`src/hw/scan_pkg.sv`:
```
package scan_pkg;

    // scanner geometry
    localparam int NCH    = 15;
    localparam int CH_W   = 4;
    localparam int CHAR_W = 6;
    localparam int FIGS_BIT = 5;

    // two-bit terminal status codes
    localparam logic [1:0] ST_BUSY    = 2'h0;
    localparam logic [1:0] ST_IN_RDY  = 2'h1;
    localparam logic [1:0] ST_OUT_RDY = 2'h2;
    localparam logic [1:0] ST_NOT_RDY = 2'h3;

    // end of message as seen by the host
    localparam logic [CHAR_W-1:0] GROUP_MARK = 6'h3F;

    // reset values
    localparam logic [CH_W-1:0] ADDR_RST   = 4'h0;
    localparam logic [1:0]      STATUS_RST = ST_NOT_RDY;

    // channel-to-channel scan time, longest
    localparam int STEP_TIME_NS  = 220000;
    localparam int CLK_PERIOD_NS = 8;
    localparam int STEP_CYCLES   = STEP_TIME_NS / CLK_PERIOD_NS;

    typedef struct packed {
        logic [NCH-1:0] call;
        logic [NCH-1:0] buf_busy;
        logic [NCH-1:0] msg_in;
        logic [NCH-1:0] out_done;
        logic [NCH-1:0] is_tty;
    } term_lines_s;

    typedef struct packed {
        logic [CHAR_W-1:0] ch;
        logic              valid;
        logic              eom;
    } char_s;

    typedef enum logic [1:0] {
        SC_STEP = 2'b01,
        SC_HOLD = 2'b10
    } scan_e;

endpackage

```
`src/hw/code_xlate.sv`:
```
`timescale 1ns/100ps
module code_xlate
(
    // mode
    input  wire logic                        tty,
    // characters in
    input  wire logic [scan_pkg::CHAR_W-1:0] host_ch,
    input  wire logic [scan_pkg::CHAR_W-1:0] term_ch,
    // characters out
    output logic      [scan_pkg::CHAR_W-1:0] to_term,
    output logic      [scan_pkg::CHAR_W-1:0] to_host
);

    wire [scan_pkg::CHAR_W-1:0] host_as_baudot;
    wire [scan_pkg::CHAR_W-1:0] baudot_as_host;

    // five code bits are mirrored, shift flag rides on top; mapping is its own inverse
    genvar b;
    generate
        for (b = 0; b < scan_pkg::FIGS_BIT; b = b + 1)
        begin : g_bit
            assign host_as_baudot[b] = host_ch[scan_pkg::FIGS_BIT-1-b];
            assign baudot_as_host[b] = term_ch[scan_pkg::FIGS_BIT-1-b];
        end
    endgenerate
    assign host_as_baudot[scan_pkg::FIGS_BIT] = host_ch[scan_pkg::FIGS_BIT];
    assign baudot_as_host[scan_pkg::FIGS_BIT] = term_ch[scan_pkg::FIGS_BIT];

    assign to_term = tty ? host_as_baudot : host_ch;
    assign to_host = tty ? baudot_as_host : term_ch;

endmodule // code_xlate

```
`src/hw/terminal_scanner_control.sv`:
```
// Notes on behaviour
// - up to fifteen terminals of any type mix sit on channels 0 to 14 reached by the scanner.
// - the host moves characters only while it signals a buffer load or unload; otherwise the block runs alone.
// - characters are translated both ways between the host six-bit code and Baudot.
// - translation applies only while a teletype terminal is addressed; others pass unchanged.
// - each terminal is seen as busy, input ready, output ready or not ready.
// - no character moves to or from an addressed terminal that is busy.
// - a terminal is busy while a foreign call is on its net or its buffer is being exchanged.
// - a terminal is input ready once its message is complete, marked by end of message.
// - the end of message character reaches the host as the group mark code.
// - a terminal is output ready once it has sent its buffer without meeting a group mark.
// - the interrupt stands from the step onto a terminal found input or output ready until the host transfer ends.
// - the scanner steps one way, prefers output ready terminals, and holds a ready channel until the host transfer ends, any other at most 220 us.
`timescale 1ns/100ps
module terminal_scanner_control
#(
    parameter int unsigned STEP_CYCLES = scan_pkg::STEP_CYCLES
)
(
    // clock and reset
    input  wire logic                          clk,
    input  wire logic                          rst,
    // terminal pins
    input  wire scan_pkg::term_lines_s         term_lines,
    input  wire scan_pkg::char_s               term_rx,
    output scan_pkg::char_s                    term_tx,
    // host side
    input  wire logic                          host_xfer,
    input  wire scan_pkg::char_s               host_tx,
    output scan_pkg::char_s                    host_rx,
    output logic                               ready_irq,
    // scanner state
    output logic      [scan_pkg::CH_W-1:0]     scan_addr,
    output logic      [1:0]                    scan_status,
    output logic                               scan_tty
);

    localparam int CNT_W = $clog2(STEP_CYCLES + 1);
    localparam logic [CNT_W-1:0] DWELL_LAST = CNT_W'(STEP_CYCLES - 1);

    // pin synchronisers
    scan_pkg::term_lines_s lines_s1_q, lines_q;
    scan_pkg::char_s       rx_s1_q, rx_q;
    logic                  rx_valid_prev_q;

    always_ff @(posedge clk)
    begin
        lines_s1_q      <= term_lines;
        lines_q         <= lines_s1_q;
        rx_s1_q         <= term_rx;
        rx_q            <= rx_s1_q;
        rx_valid_prev_q <= rst ? 1'b0 : rx_q.valid;
    end

    // per-channel status decode
    logic [1:0]               ch_state [scan_pkg::NCH];
    logic [scan_pkg::NCH-1:0] out_rdy;

    genvar i;
    generate
        for (i = 0; i < scan_pkg::NCH; i = i + 1)
        begin : g_ch
            wire busy = lines_q.call[i] | lines_q.buf_busy[i];
            assign ch_state[i] = busy                ? scan_pkg::ST_BUSY    :
                                 lines_q.msg_in[i]   ? scan_pkg::ST_IN_RDY  :
                                 lines_q.out_done[i] ? scan_pkg::ST_OUT_RDY :
                                                       scan_pkg::ST_NOT_RDY;
            assign out_rdy[i] = (ch_state[i] == scan_pkg::ST_OUT_RDY);
        end
    endgenerate

    // registered state
    scan_pkg::scan_e            state_q, state_d;
    logic [scan_pkg::CH_W-1:0]  addr_q, addr_d;
    logic [1:0]                 status_q, status_d;
    logic                       tty_q, tty_d;
    logic                       irq_q;
    logic [CNT_W-1:0]           dwell_q, dwell_d;
    logic                       xfer_prev_q;
    scan_pkg::char_s            host_rx_q, host_rx_d, term_tx_q, term_tx_d;

    // next channel: first output ready one ahead, else simply the next one
    logic [scan_pkg::CH_W-1:0]  next_addr;
    always_comb
    begin
        logic [4:0] idx;
        idx       = 5'h0;
        next_addr = (addr_q == 4'(scan_pkg::NCH - 1)) ? 4'h0 : addr_q + 4'h1;
        for (int off = scan_pkg::NCH - 1; off >= 1; off--)
        begin
            idx = {1'b0, addr_q} + 5'(off);
            if (idx >= 5'(scan_pkg::NCH))
                idx = idx - 5'(scan_pkg::NCH);
            if (out_rdy[idx[3:0]])
                next_addr = idx[3:0];
        end
    end

    wire [1:0] next_state_code = ch_state[next_addr];
    wire       next_ready      = (next_state_code == scan_pkg::ST_IN_RDY) ||
                                 (next_state_code == scan_pkg::ST_OUT_RDY);
    wire       dwell_done      = (dwell_q == DWELL_LAST);
    wire       xfer_done       = xfer_prev_q & ~host_xfer;
    wire       addr_busy       = (ch_state[addr_q] == scan_pkg::ST_BUSY);
    wire       path_open       = (state_q == scan_pkg::SC_HOLD) & host_xfer & ~addr_busy;
    wire       rx_edge         = rx_q.valid & ~rx_valid_prev_q;
    wire       step            = (state_q == scan_pkg::SC_STEP) ? dwell_done : xfer_done;

    wire [scan_pkg::CHAR_W-1:0] xl_to_term;
    wire [scan_pkg::CHAR_W-1:0] xl_to_host;

    code_xlate code_xlate_inst
    (
        .tty     (tty_q),
        .host_ch (host_tx.ch),
        .term_ch (rx_q.ch),
        .to_term (xl_to_term),
        .to_host (xl_to_host)
    );

    always_comb
    begin
        state_d  = state_q;
        addr_d   = addr_q;
        status_d = status_q;
        tty_d    = tty_q;
        dwell_d  = (state_q == scan_pkg::SC_STEP) ? dwell_q + CNT_W'(1) : '0;
        case (state_q)
            scan_pkg::SC_STEP, scan_pkg::SC_HOLD:
            begin
                if (step)
                begin
                    addr_d   = next_addr;
                    status_d = next_state_code;
                    tty_d    = lines_q.is_tty[next_addr];
                    dwell_d  = '0;
                    state_d  = next_ready ? scan_pkg::SC_HOLD : scan_pkg::SC_STEP;
                end
            end
            default:
            begin
                state_d = scan_pkg::SC_STEP;
                dwell_d = '0;
            end
        endcase
    end

    // character paths, open only under host control to a non-busy terminal
    always_comb
    begin
        host_rx_d       = '0;
        term_tx_d       = '0;
        host_rx_d.valid = path_open & rx_edge;
        host_rx_d.eom   = rx_q.eom;
        host_rx_d.ch    = rx_q.eom ? scan_pkg::GROUP_MARK : xl_to_host;
        term_tx_d.valid = path_open & host_tx.valid;
        term_tx_d.ch    = xl_to_term;
    end

    always_ff @(posedge clk)
    begin
        if (rst)
        begin
            state_q     <= scan_pkg::SC_STEP;
            addr_q      <= scan_pkg::ADDR_RST;
            status_q    <= scan_pkg::STATUS_RST;
            tty_q       <= 1'b0;
            irq_q       <= 1'b0;
            dwell_q     <= '0;
            xfer_prev_q <= 1'b0;
            host_rx_q   <= '0;
            term_tx_q   <= '0;
        end
        else
        begin
            state_q     <= state_d;
            addr_q      <= addr_d;
            status_q    <= status_d;
            tty_q       <= tty_d;
            irq_q       <= (state_d == scan_pkg::SC_HOLD);
            dwell_q     <= dwell_d;
            xfer_prev_q <= host_xfer;
            host_rx_q   <= host_rx_d;
            term_tx_q   <= term_tx_d;
        end
    end

    assign scan_addr   = addr_q;
    assign scan_status = status_q;
    assign scan_tty    = tty_q;
    assign ready_irq   = irq_q;
    assign host_rx     = host_rx_q;
    assign term_tx     = term_tx_q;

    a_addr_range: assert property (@(posedge clk) disable iff (rst) addr_q < 4'hF)
        else $error("scanner address out of range");
    a_irq_ready: assert property (@(posedge clk) disable iff (rst)
        irq_q |-> (status_q == scan_pkg::ST_IN_RDY || status_q == scan_pkg::ST_OUT_RDY))
        else $error("interrupt without ready terminal");
    a_status_hold: assert property (@(posedge clk) disable iff (rst)
        ##1 $stable(addr_q) |-> $stable(status_q))
        else $error("status changed while addressed");
    a_dwell_bound: assert property (@(posedge clk) disable iff (rst)
        dwell_q <= DWELL_LAST)
        else $error("channel dwell too long");
    a_no_busy_xfer: assert property (@(posedge clk) disable iff (rst)
        (host_rx_q.valid || term_tx_q.valid) |-> $past(!addr_busy))
        else $error("character moved to busy terminal");
    a_host_only: assert property (@(posedge clk) disable iff (rst)
        (host_rx_q.valid || term_tx_q.valid) |-> $past(host_xfer))
        else $error("character moved without host control");
    a_group_mark: assert property (@(posedge clk) disable iff (rst)
        host_rx_q.valid && host_rx_q.eom |-> host_rx_q.ch == scan_pkg::GROUP_MARK)
        else $error("end of message not sent as group mark");
    a_plain_pass: assert property (@(posedge clk) disable iff (rst)
        term_tx_q.valid && !tty_q |-> term_tx_q.ch == $past(host_tx.ch))
        else $error("non teletype character altered");
    a_tty_mirror: assert property (@(posedge clk) disable iff (rst)
        term_tx_q.valid && tty_q |-> term_tx_q.ch[0] == $past(host_tx.ch[scan_pkg::FIGS_BIT-1]))
        else $error("teletype character not translated");
    a_step_on_done: assert property (@(posedge clk) disable iff (rst)
        (state_q == scan_pkg::SC_STEP) && dwell_done |=> addr_q != $past(addr_q))
        else $error("scanner failed to step");

    c_irq_rise: cover property (@(posedge clk) disable iff (rst) $rose(irq_q));
    c_eom_pass: cover property (@(posedge clk) disable iff (rst) host_rx_q.valid && host_rx_q.eom);
    c_tty_send: cover property (@(posedge clk) disable iff (rst) term_tx_q.valid && tty_q);
    c_prio_skip: cover property (@(posedge clk) disable iff (rst)
        step && out_rdy != '0 && next_addr != ((addr_q == 4'hE) ? 4'h0 : addr_q + 4'h1));

endmodule // terminal_scanner_control

```
`config.mk`:
```
export PLATFORM = sky130hd
export DESIGN_NAME = terminal_scanner_control
export DESIGN_NICKNAME = d
export VERILOG_FILES = /design/src/hw/scan_pkg.sv /design/src/hw/code_xlate.sv /design/src/hw/terminal_scanner_control.sv
export SDC_FILE = /design/constraint.sdc
export NUM_CORES = 1
export LEC_CHECK = 0
export ABC_AREA = 1
export BUFFER_PORTS_ARGS = -buffer_cell sky130_fd_sc_hd__buf_4
export CELL_PAD_IN_SITES_DETAIL_PLACEMENT = 1
export CELL_PAD_IN_SITES_GLOBAL_PLACEMENT = 1
export CORE_MARGIN = 2
export CORE_UTILIZATION = 42
export DETAILED_ROUTE_END_ITERATION = 10
export GPL_ROUTABILITY_DRIVEN = 0
export PLACE_DENSITY = 0.86
export SLEW_MARGIN = 0
export SYNTH_ARGS = -nofsm -noshare
export SYNTH_HDL_FRONTEND = slang
export SYNTH_SLANG_ARGS = --single-unit
```
`constraint.sdc`:
```
create_clock -name clk -period 4.6 [get_ports clk]
set_input_delay 0.46 -clock clk [delete_from_list [all_inputs] [get_ports clk]]
set_output_delay 0.46 -clock clk [all_outputs]
set_load 0.02 [all_outputs]
```
; Yosys cells after proc, flatten, opt, wreduce, memory -nomap -nowiden
; Cells that the tools add are included.
[totals]
regBits = 209
wordCells = 263
output_inout_bits = 24
inputBits = 94
[op_classes]
add_sub_neg = 30
reduce_logical = 5
magnitude_cmp = 31
bitwise = 28
n_mux = 117
n_eq_ne = 22
[ops]
columns = operator, count
row1 = 4-bit 2-to-1 mux, 29
row2 = "4-bit by 5-bit less-than comparator with 1-bit output, second input constant", 15
row3 = 2-bit 2-to-1 mux, 37
row4 = "5-bit by 4-bit >= comparator with 1-bit output, second input constant", 14
row5 = 1-bit binary-select mux with 4-bit select, 15
row6 = "4-bit subtractor, second input constant", 14
row7 = "2-bit equality test, second input constant", 18
row8 = "4-bit by 4-bit adder with 5-bit output, second input constant", 7
row9 = 1-bit 2-to-1 mux, 31
row10 = "4-bit by 3-bit adder with 5-bit output, second input constant", 4
row11 = 2-bit binary-select mux with 4-bit select, 2
row12 = "15-bit by 1-bit adder with 15-bit output, second input constant", 1
row13 = "15-bit equality test, second input constant", 1
row14 = 1-bit OR, 15
row15 = "4-bit by 2-bit adder with 5-bit output, second input constant", 2
row16 = "5-bit >= comparator, second input constant", 2
row17 = 5-bit 2-to-1 mux, 2
row18 = 4-bit inverter with 5-bit output, 2
row19 = 1-bit AND, 6
row20 = 6-bit 2-to-1 mux, 1
row21 = "4-bit by 1-bit adder with 5-bit output, second input constant", 1
row22 = 1-bit inverter, 5
row23 = "4-bit by 1-bit adder with 4-bit output, second input constant", 1
row24 = "2-bit by 1-bit equality test with 1-bit output, second input constant", 2
row25 = 6 further kinds, 6

; Depth between registers and ports, before layout
[logic_depth]
depth_word = 30
depth_mapped = 46
mapped_depth_nobuf = 42

; By module
; From an unflattened synthesis, not the netlist that was laid out.
[unflattened]
hier_cells = 1453
hier_area_um2 = 10471.3
[by_module_without_submodules]
columns = module, cells_per_inst, instances, seq_area_each_um2, area_each_um2
row1 = terminal_scanner_control, 1423, 1, 4164.0, 10336.2
row2 = code_xlate, 30, 1, 0.0, 135.1

; Worst setup path after synthesis
; No wires, ideal clock.
[synth_path]
path_kind = register to register
from = register addr_q, in the netlist scan_addr[0]
to = register state_q[1]
setup_ps = 128
path_buffers = 6
stages_incl_launch_ff = 36
synth_period_minus_slack_ps = 4317
required_time_ps = 4472
setup_slack_ps = 283
arrival_ps = 4189
cell_sequence = dfxtp_1 > buf_6 > inv_2 > buf_2 > buf_2 > ha_1 > buf_6 > inv_2 > nor2_4 > nand3_1 > nand2_1 > o21ai_2 > xor2_1 > buf_2 > o21ai_0 > o22ai_1 > mux2_2 > o21ai_1 > nand2_2 > o21ai_1 > inv_2 > nand2_1 > nand2_1 > nand2_2 > nand2_4 > nand2_4 > buf_12 > nand3_1 > nand2_1 > nand3_1 > nand3_1 > nand2_1 > nand2_1 > nand3_2 > nand2_2 > nor2_1
[synth_via]
elab_chain_len = 28
elab_cells_between_ends = 111
cone_classes = add/sub (29) / order compare (14) / eq/ne (3) / mux (63) / bitwise (1) / reduce/logical (1)
[synth_lines]
columns = item, line_no
row1 = from (decl), terminal_scanner_control.sv:74  ; logic [scan_pkg::CH_W-1:0] addr_q, addr_d;
row2 = from (signal assigned), terminal_scanner_control.sv:165  ; addr_q <= scan_pkg::ADDR_RST;
row3 = from (signal assigned), terminal_scanner_control.sv:177  ; addr_q <= addr_d;
row4 = 4-bit by 4-bit adder with 5-bit output, terminal_scanner_control.sv:91  ; idx = {1'b0, addr_q} + 5'(off);
row5 = 4-bit subtractor / 5-bit by 4-bit >= comparator with 1-bit output (equally long branches), "terminal_scanner_control.sv:93, terminal_scanner_control.sv:92"
row6 = 4-bit 2-to-1 mux, terminal_scanner_control.sv:92  ; if (idx >= 5'(scan_pkg::NCH))
row7 = 1-bit binary-select mux with 4-bit select, terminal_scanner_control.sv:94  ; if (out_rdy[idx[3:0]])
row8 = 1-bit 2-to-1 mux (not written as such), terminal_scanner_control.sv:94
row9 = 4-bit 2-to-1 mux (13 in a row), terminal_scanner_control.sv:94
row10 = 4-bit 2-to-1 mux *, terminal_scanner_control.sv:94
row11 = 4-bit inverter with 5-bit output (not written as such) *, terminal_scanner_control.sv:99  ; wire [1:0] next_state_code = ch_state[next_addr];
row12 = 2-bit binary-select mux with 4-bit select *, terminal_scanner_control.sv:99
row13 = 2-bit 2-to-1 mux (not written as such) * (2 in a row), terminal_scanner_control.sv:99
row14 = 2-bit by 1-bit equality test with 1-bit output / 2-bit equality test (equally long branches), "terminal_scanner_control.sv:100, terminal_scanner_control.sv:101"
row15 = 1-bit logical OR *, terminal_scanner_control.sv:100  ; wire next_ready = (next_state_code == scan_pkg::ST_IN_RDY) ||
row16 = 2-bit 2-to-1 mux *, terminal_scanner_control.sv:137  ; state_d = next_ready ? scan_pkg::SC_HOLD : scan_pkg::SC_STEP;
row17 = 2-bit 2-to-1 mux *, terminal_scanner_control.sv:131  ; if (step)
row18 = 2-bit 2-to-1 mux *, terminal_scanner_control.sv:128  ; case (state_q)
row19 = to (signal assigned), terminal_scanner_control.sv:164  ; state_q <= scan_pkg::SC_STEP;
row20 = to (signal assigned), terminal_scanner_control.sv:176  ; state_q <= state_d;
row21 = to (decl), terminal_scanner_control.sv:73  ; scan_pkg::scan_e state_q, state_d;
; Every way passes the cells marked *; elsewhere a longest branch is shown, timed or not. The select of a mux whose other input is x is not followed.
; A chain may end at the register's enable or synchronous reset.

; Final worst setup path
[layout_path]
from = register addr_q, in the netlist scan_addr[2]
to = register state_q[1]
; The elaborated chain is that of the path after synthesis.

==> out/metrics.cfg <==
[status]
outcome=complete, but fails checks
violations=setup timing

[detailed_routing]
drtPass1Iterations=6
wl_mm=48.31
antenna_left=0
drc_errors=0
drt-vias-per-instance=6.004
vias=11920
routedWlPerCell_um=24.33
drtIter0Drc=1168

[timing]
slew_viol_final=0
hold-worst-slack_ps=25.44
hold_viol_final=0
fmax_ghz=0.2004
tightest_slew_ps=775.0
setup_viol=6
finalWorstSetupSlack_ps=-389.5
finalCritPeriodShare_pct=108.5
fin_setup_tns_ps=-1810
fin_crit_ps=4990
slew_headroom_pct=47.79
fin_worst_skew_ps=31.39

[layout]
final_layout_size_suffix_gt1_share_pct=26.41
nets=1761
antennaDiodeCount=0
final_cells=1986
syn_to_final_growth_pct=29.24

[floorplan]
die_area_um2=26010
num_rows=57
die_h_um=161.3
initial_core_util_pct=42.72
fp.dieW_um=161.3
core_um2=24320
num_io_pins=118

[yosys]
synth_top_area_share_pct=40.08
synth_compound_area_share_pct=16.97
synth_cells=1471
synthTopCellsByCount=nand2_1, dfxtp_1, nand3_1
ys_seq_elements=208
synth.avg_cell_area_um2=7.062
synth_top_flop_cell=dfxtp_1
synthMuxAreaShare_pct=0.2168
synthTopCellsByArea=dfxtp_1, nand2_1, nand3_1
synth_adder_area_share_pct=2.288
synth_top_family_by_area=simple AND/OR/NAND/NOR gates
yosysWarningCount=0
synthSimpleGateAreaFrac_pct=30.28
ys_seq_area_share_pct=40.08
synth_nets=1584
yosysTopAreaCell=dfxtp_1
ys_async_sr_fraction_pct=0
yosysUniqueCellTypes=53
synth_edf_count=0
synth.most_common_cell=nand2_1
syn-cell-area_um2=10390
synth_xor_area_share_pct=0.8431

[placement]
hpwlAfterDp_mm=28.48
dp_cells=1929
port_buffers=115

[clock_tree]
cts.sinks=208
cts-root-buf=clkbuf_16
cts_buffers=20
path_clk_slew_ps=70
tritoncts=built
clockBufferDepth=3
cts_hold_buf=0
clkLatencyLatePin_ps=540
cts-htree-levels=1

[pwr]
power_density_nw_per_um2=313.5
peakVddDrop_mv=0.4227
total_power_mw=4.210
power.leakage_nw=6.179

[worst_setup_path]
cp.arrival_ps=5460
crit_fanout=11
crit_path_frequent_cell=nand2_1
critPathMaxStageDelay_ps=680
crit_path_top_delay_cell=o21ai_0
worstSetupEndpointType=flop
start_kind=flop
required_ps=5070
setup.worst_path.class=reg -> reg

[run]
maxCapViolations=0

[global_route]
antenna_found_initial=0
grt_pass1_vias=11310
grt_max_degree=23
grt_pass1_wl_mm=60.71
grt-ovfl-total=0
track_usage_pct=29.35

[min_path]
hold_class=in -> reg

-- registers in the layout (all words and copies together) (netlist names) --
name             count
dwell_q             15
host_rx              8
host_rx_d            1
lines_q             75
lines_s1_q          75
ready_irq            1
rx_q                 7
rx_s1_q              8
rx_valid_prev_q      1
scan_addr            4
scan_status          2
scan_tty             1
state_q              2
term_tx              7
xfer_prev_q          1
-- logic make-up (layout without fill, tap and decap cells) --
group	count (synthesis)	count (layout)
buffers and inverters	228	417
multiplexers	2	2
adder cells (fa/ha/maj)	19	19
XOR/XNOR	10	10
flip-flops	208	208
AO/OA/AOI/OAI	307	307
other	1	1
AND/OR/NAND/NOR	696	698
-- power by group --
| part | internal, mW | leakage (nW) | total, mW | switching (mW) |
|---|---|---|---|---|
| clock | 0.920 | 0.319 | 1.68 | 0.760 |
| sequential | 1.89 | 1.75 | 1.92 | 0.0349 |
| combinational | 0.229 | 4.11 | 0.607 | 0.379 |
| total | 3.04 | 6.18 | 4.21 | 1.17 |
-- layer usage --
metal,track usage [%],part of all wire (%)
met4,13.88,8.9
met5,0,0
met1,34.38,35
met3,5.265,9.4
met2,52.01,47
-- final timing paths --
path | endpoint | slack, ps | startpoint | cells after the start
worst max-delay path | state_q[1] | -390 | scan_addr[2] | 28
worst min-delay path | lines_s1_q[0] | 30 | term_lines[0] | 1
worst max register to register | state_q[1] | -390 | scan_addr[2] | 28
worst min register to register | lines_q[46] | 320 | lines_s1_q[46] | 0
-- per-stage QoR --
stage	cell area, um2	util (%)	setup WS [ps]
finish	13430	55.21	-389.5
floorplan	10390	-	283.0
detailed placement	11880	48.86	-31.12
global placement	11880	48.86	238.1
global route	13430	55.21	-471.6
CTS	12550	51.62	24.39
-- critical path, delay by kind of cell (launching register included) --
kind | cells | cell delay, ps
and+or+nand+nor | 16 | 1780
buffers and inverters | 5 | 840
AOI/OAI and AO/OA | 6 | 1700
DFF | 1 | 380
adders and majority gates | 1 | 200
-- final cells by class --
class                           count  area [um2]
Clock inverter                     11       113.9
Timing Repair Buffer              194        1562
Clock buffer                       25       549.3
Fill cell                        2994       10890
Tap cell                          324       405.4
Sequential cell                   208        4172
Multi-Input combinational cell   1037        5883
Inverter                          187       742.0
-- layout by cell type, fill, tap and decap left out, drive strengths merged, types with 2 or more instances in the layout --
cell type	n
ha	19
inv	187
clkinvlp	3
nor4	2
nand4	6
nand3	175
a31oi	11
a21oi	96
o311ai	4
o22ai	6
buf	194
mux2	2
a21boi	2
and2	2
dfxtp	208
clkinv	7
o31ai	2
o221ai	5
clkbuf	25
xor2	9
nand3b	3
nand2	365
nor3	8
o2111ai	3
or2	10
o211ai	15
nor2	123
o21bai	3
nor3b	4
o21ai	158
-- repair_timing --
action                                 in CTS  in global routing
pin swaps                                   0                 33
resized for setup                           5                157
gates cloned                                0                  2
endpoints found under the hold margin       0                  0
setup buffers                               0                 19
setup endpoints to repair                   6                  6
No activity file was read; power rests on OpenSTA's default activity.
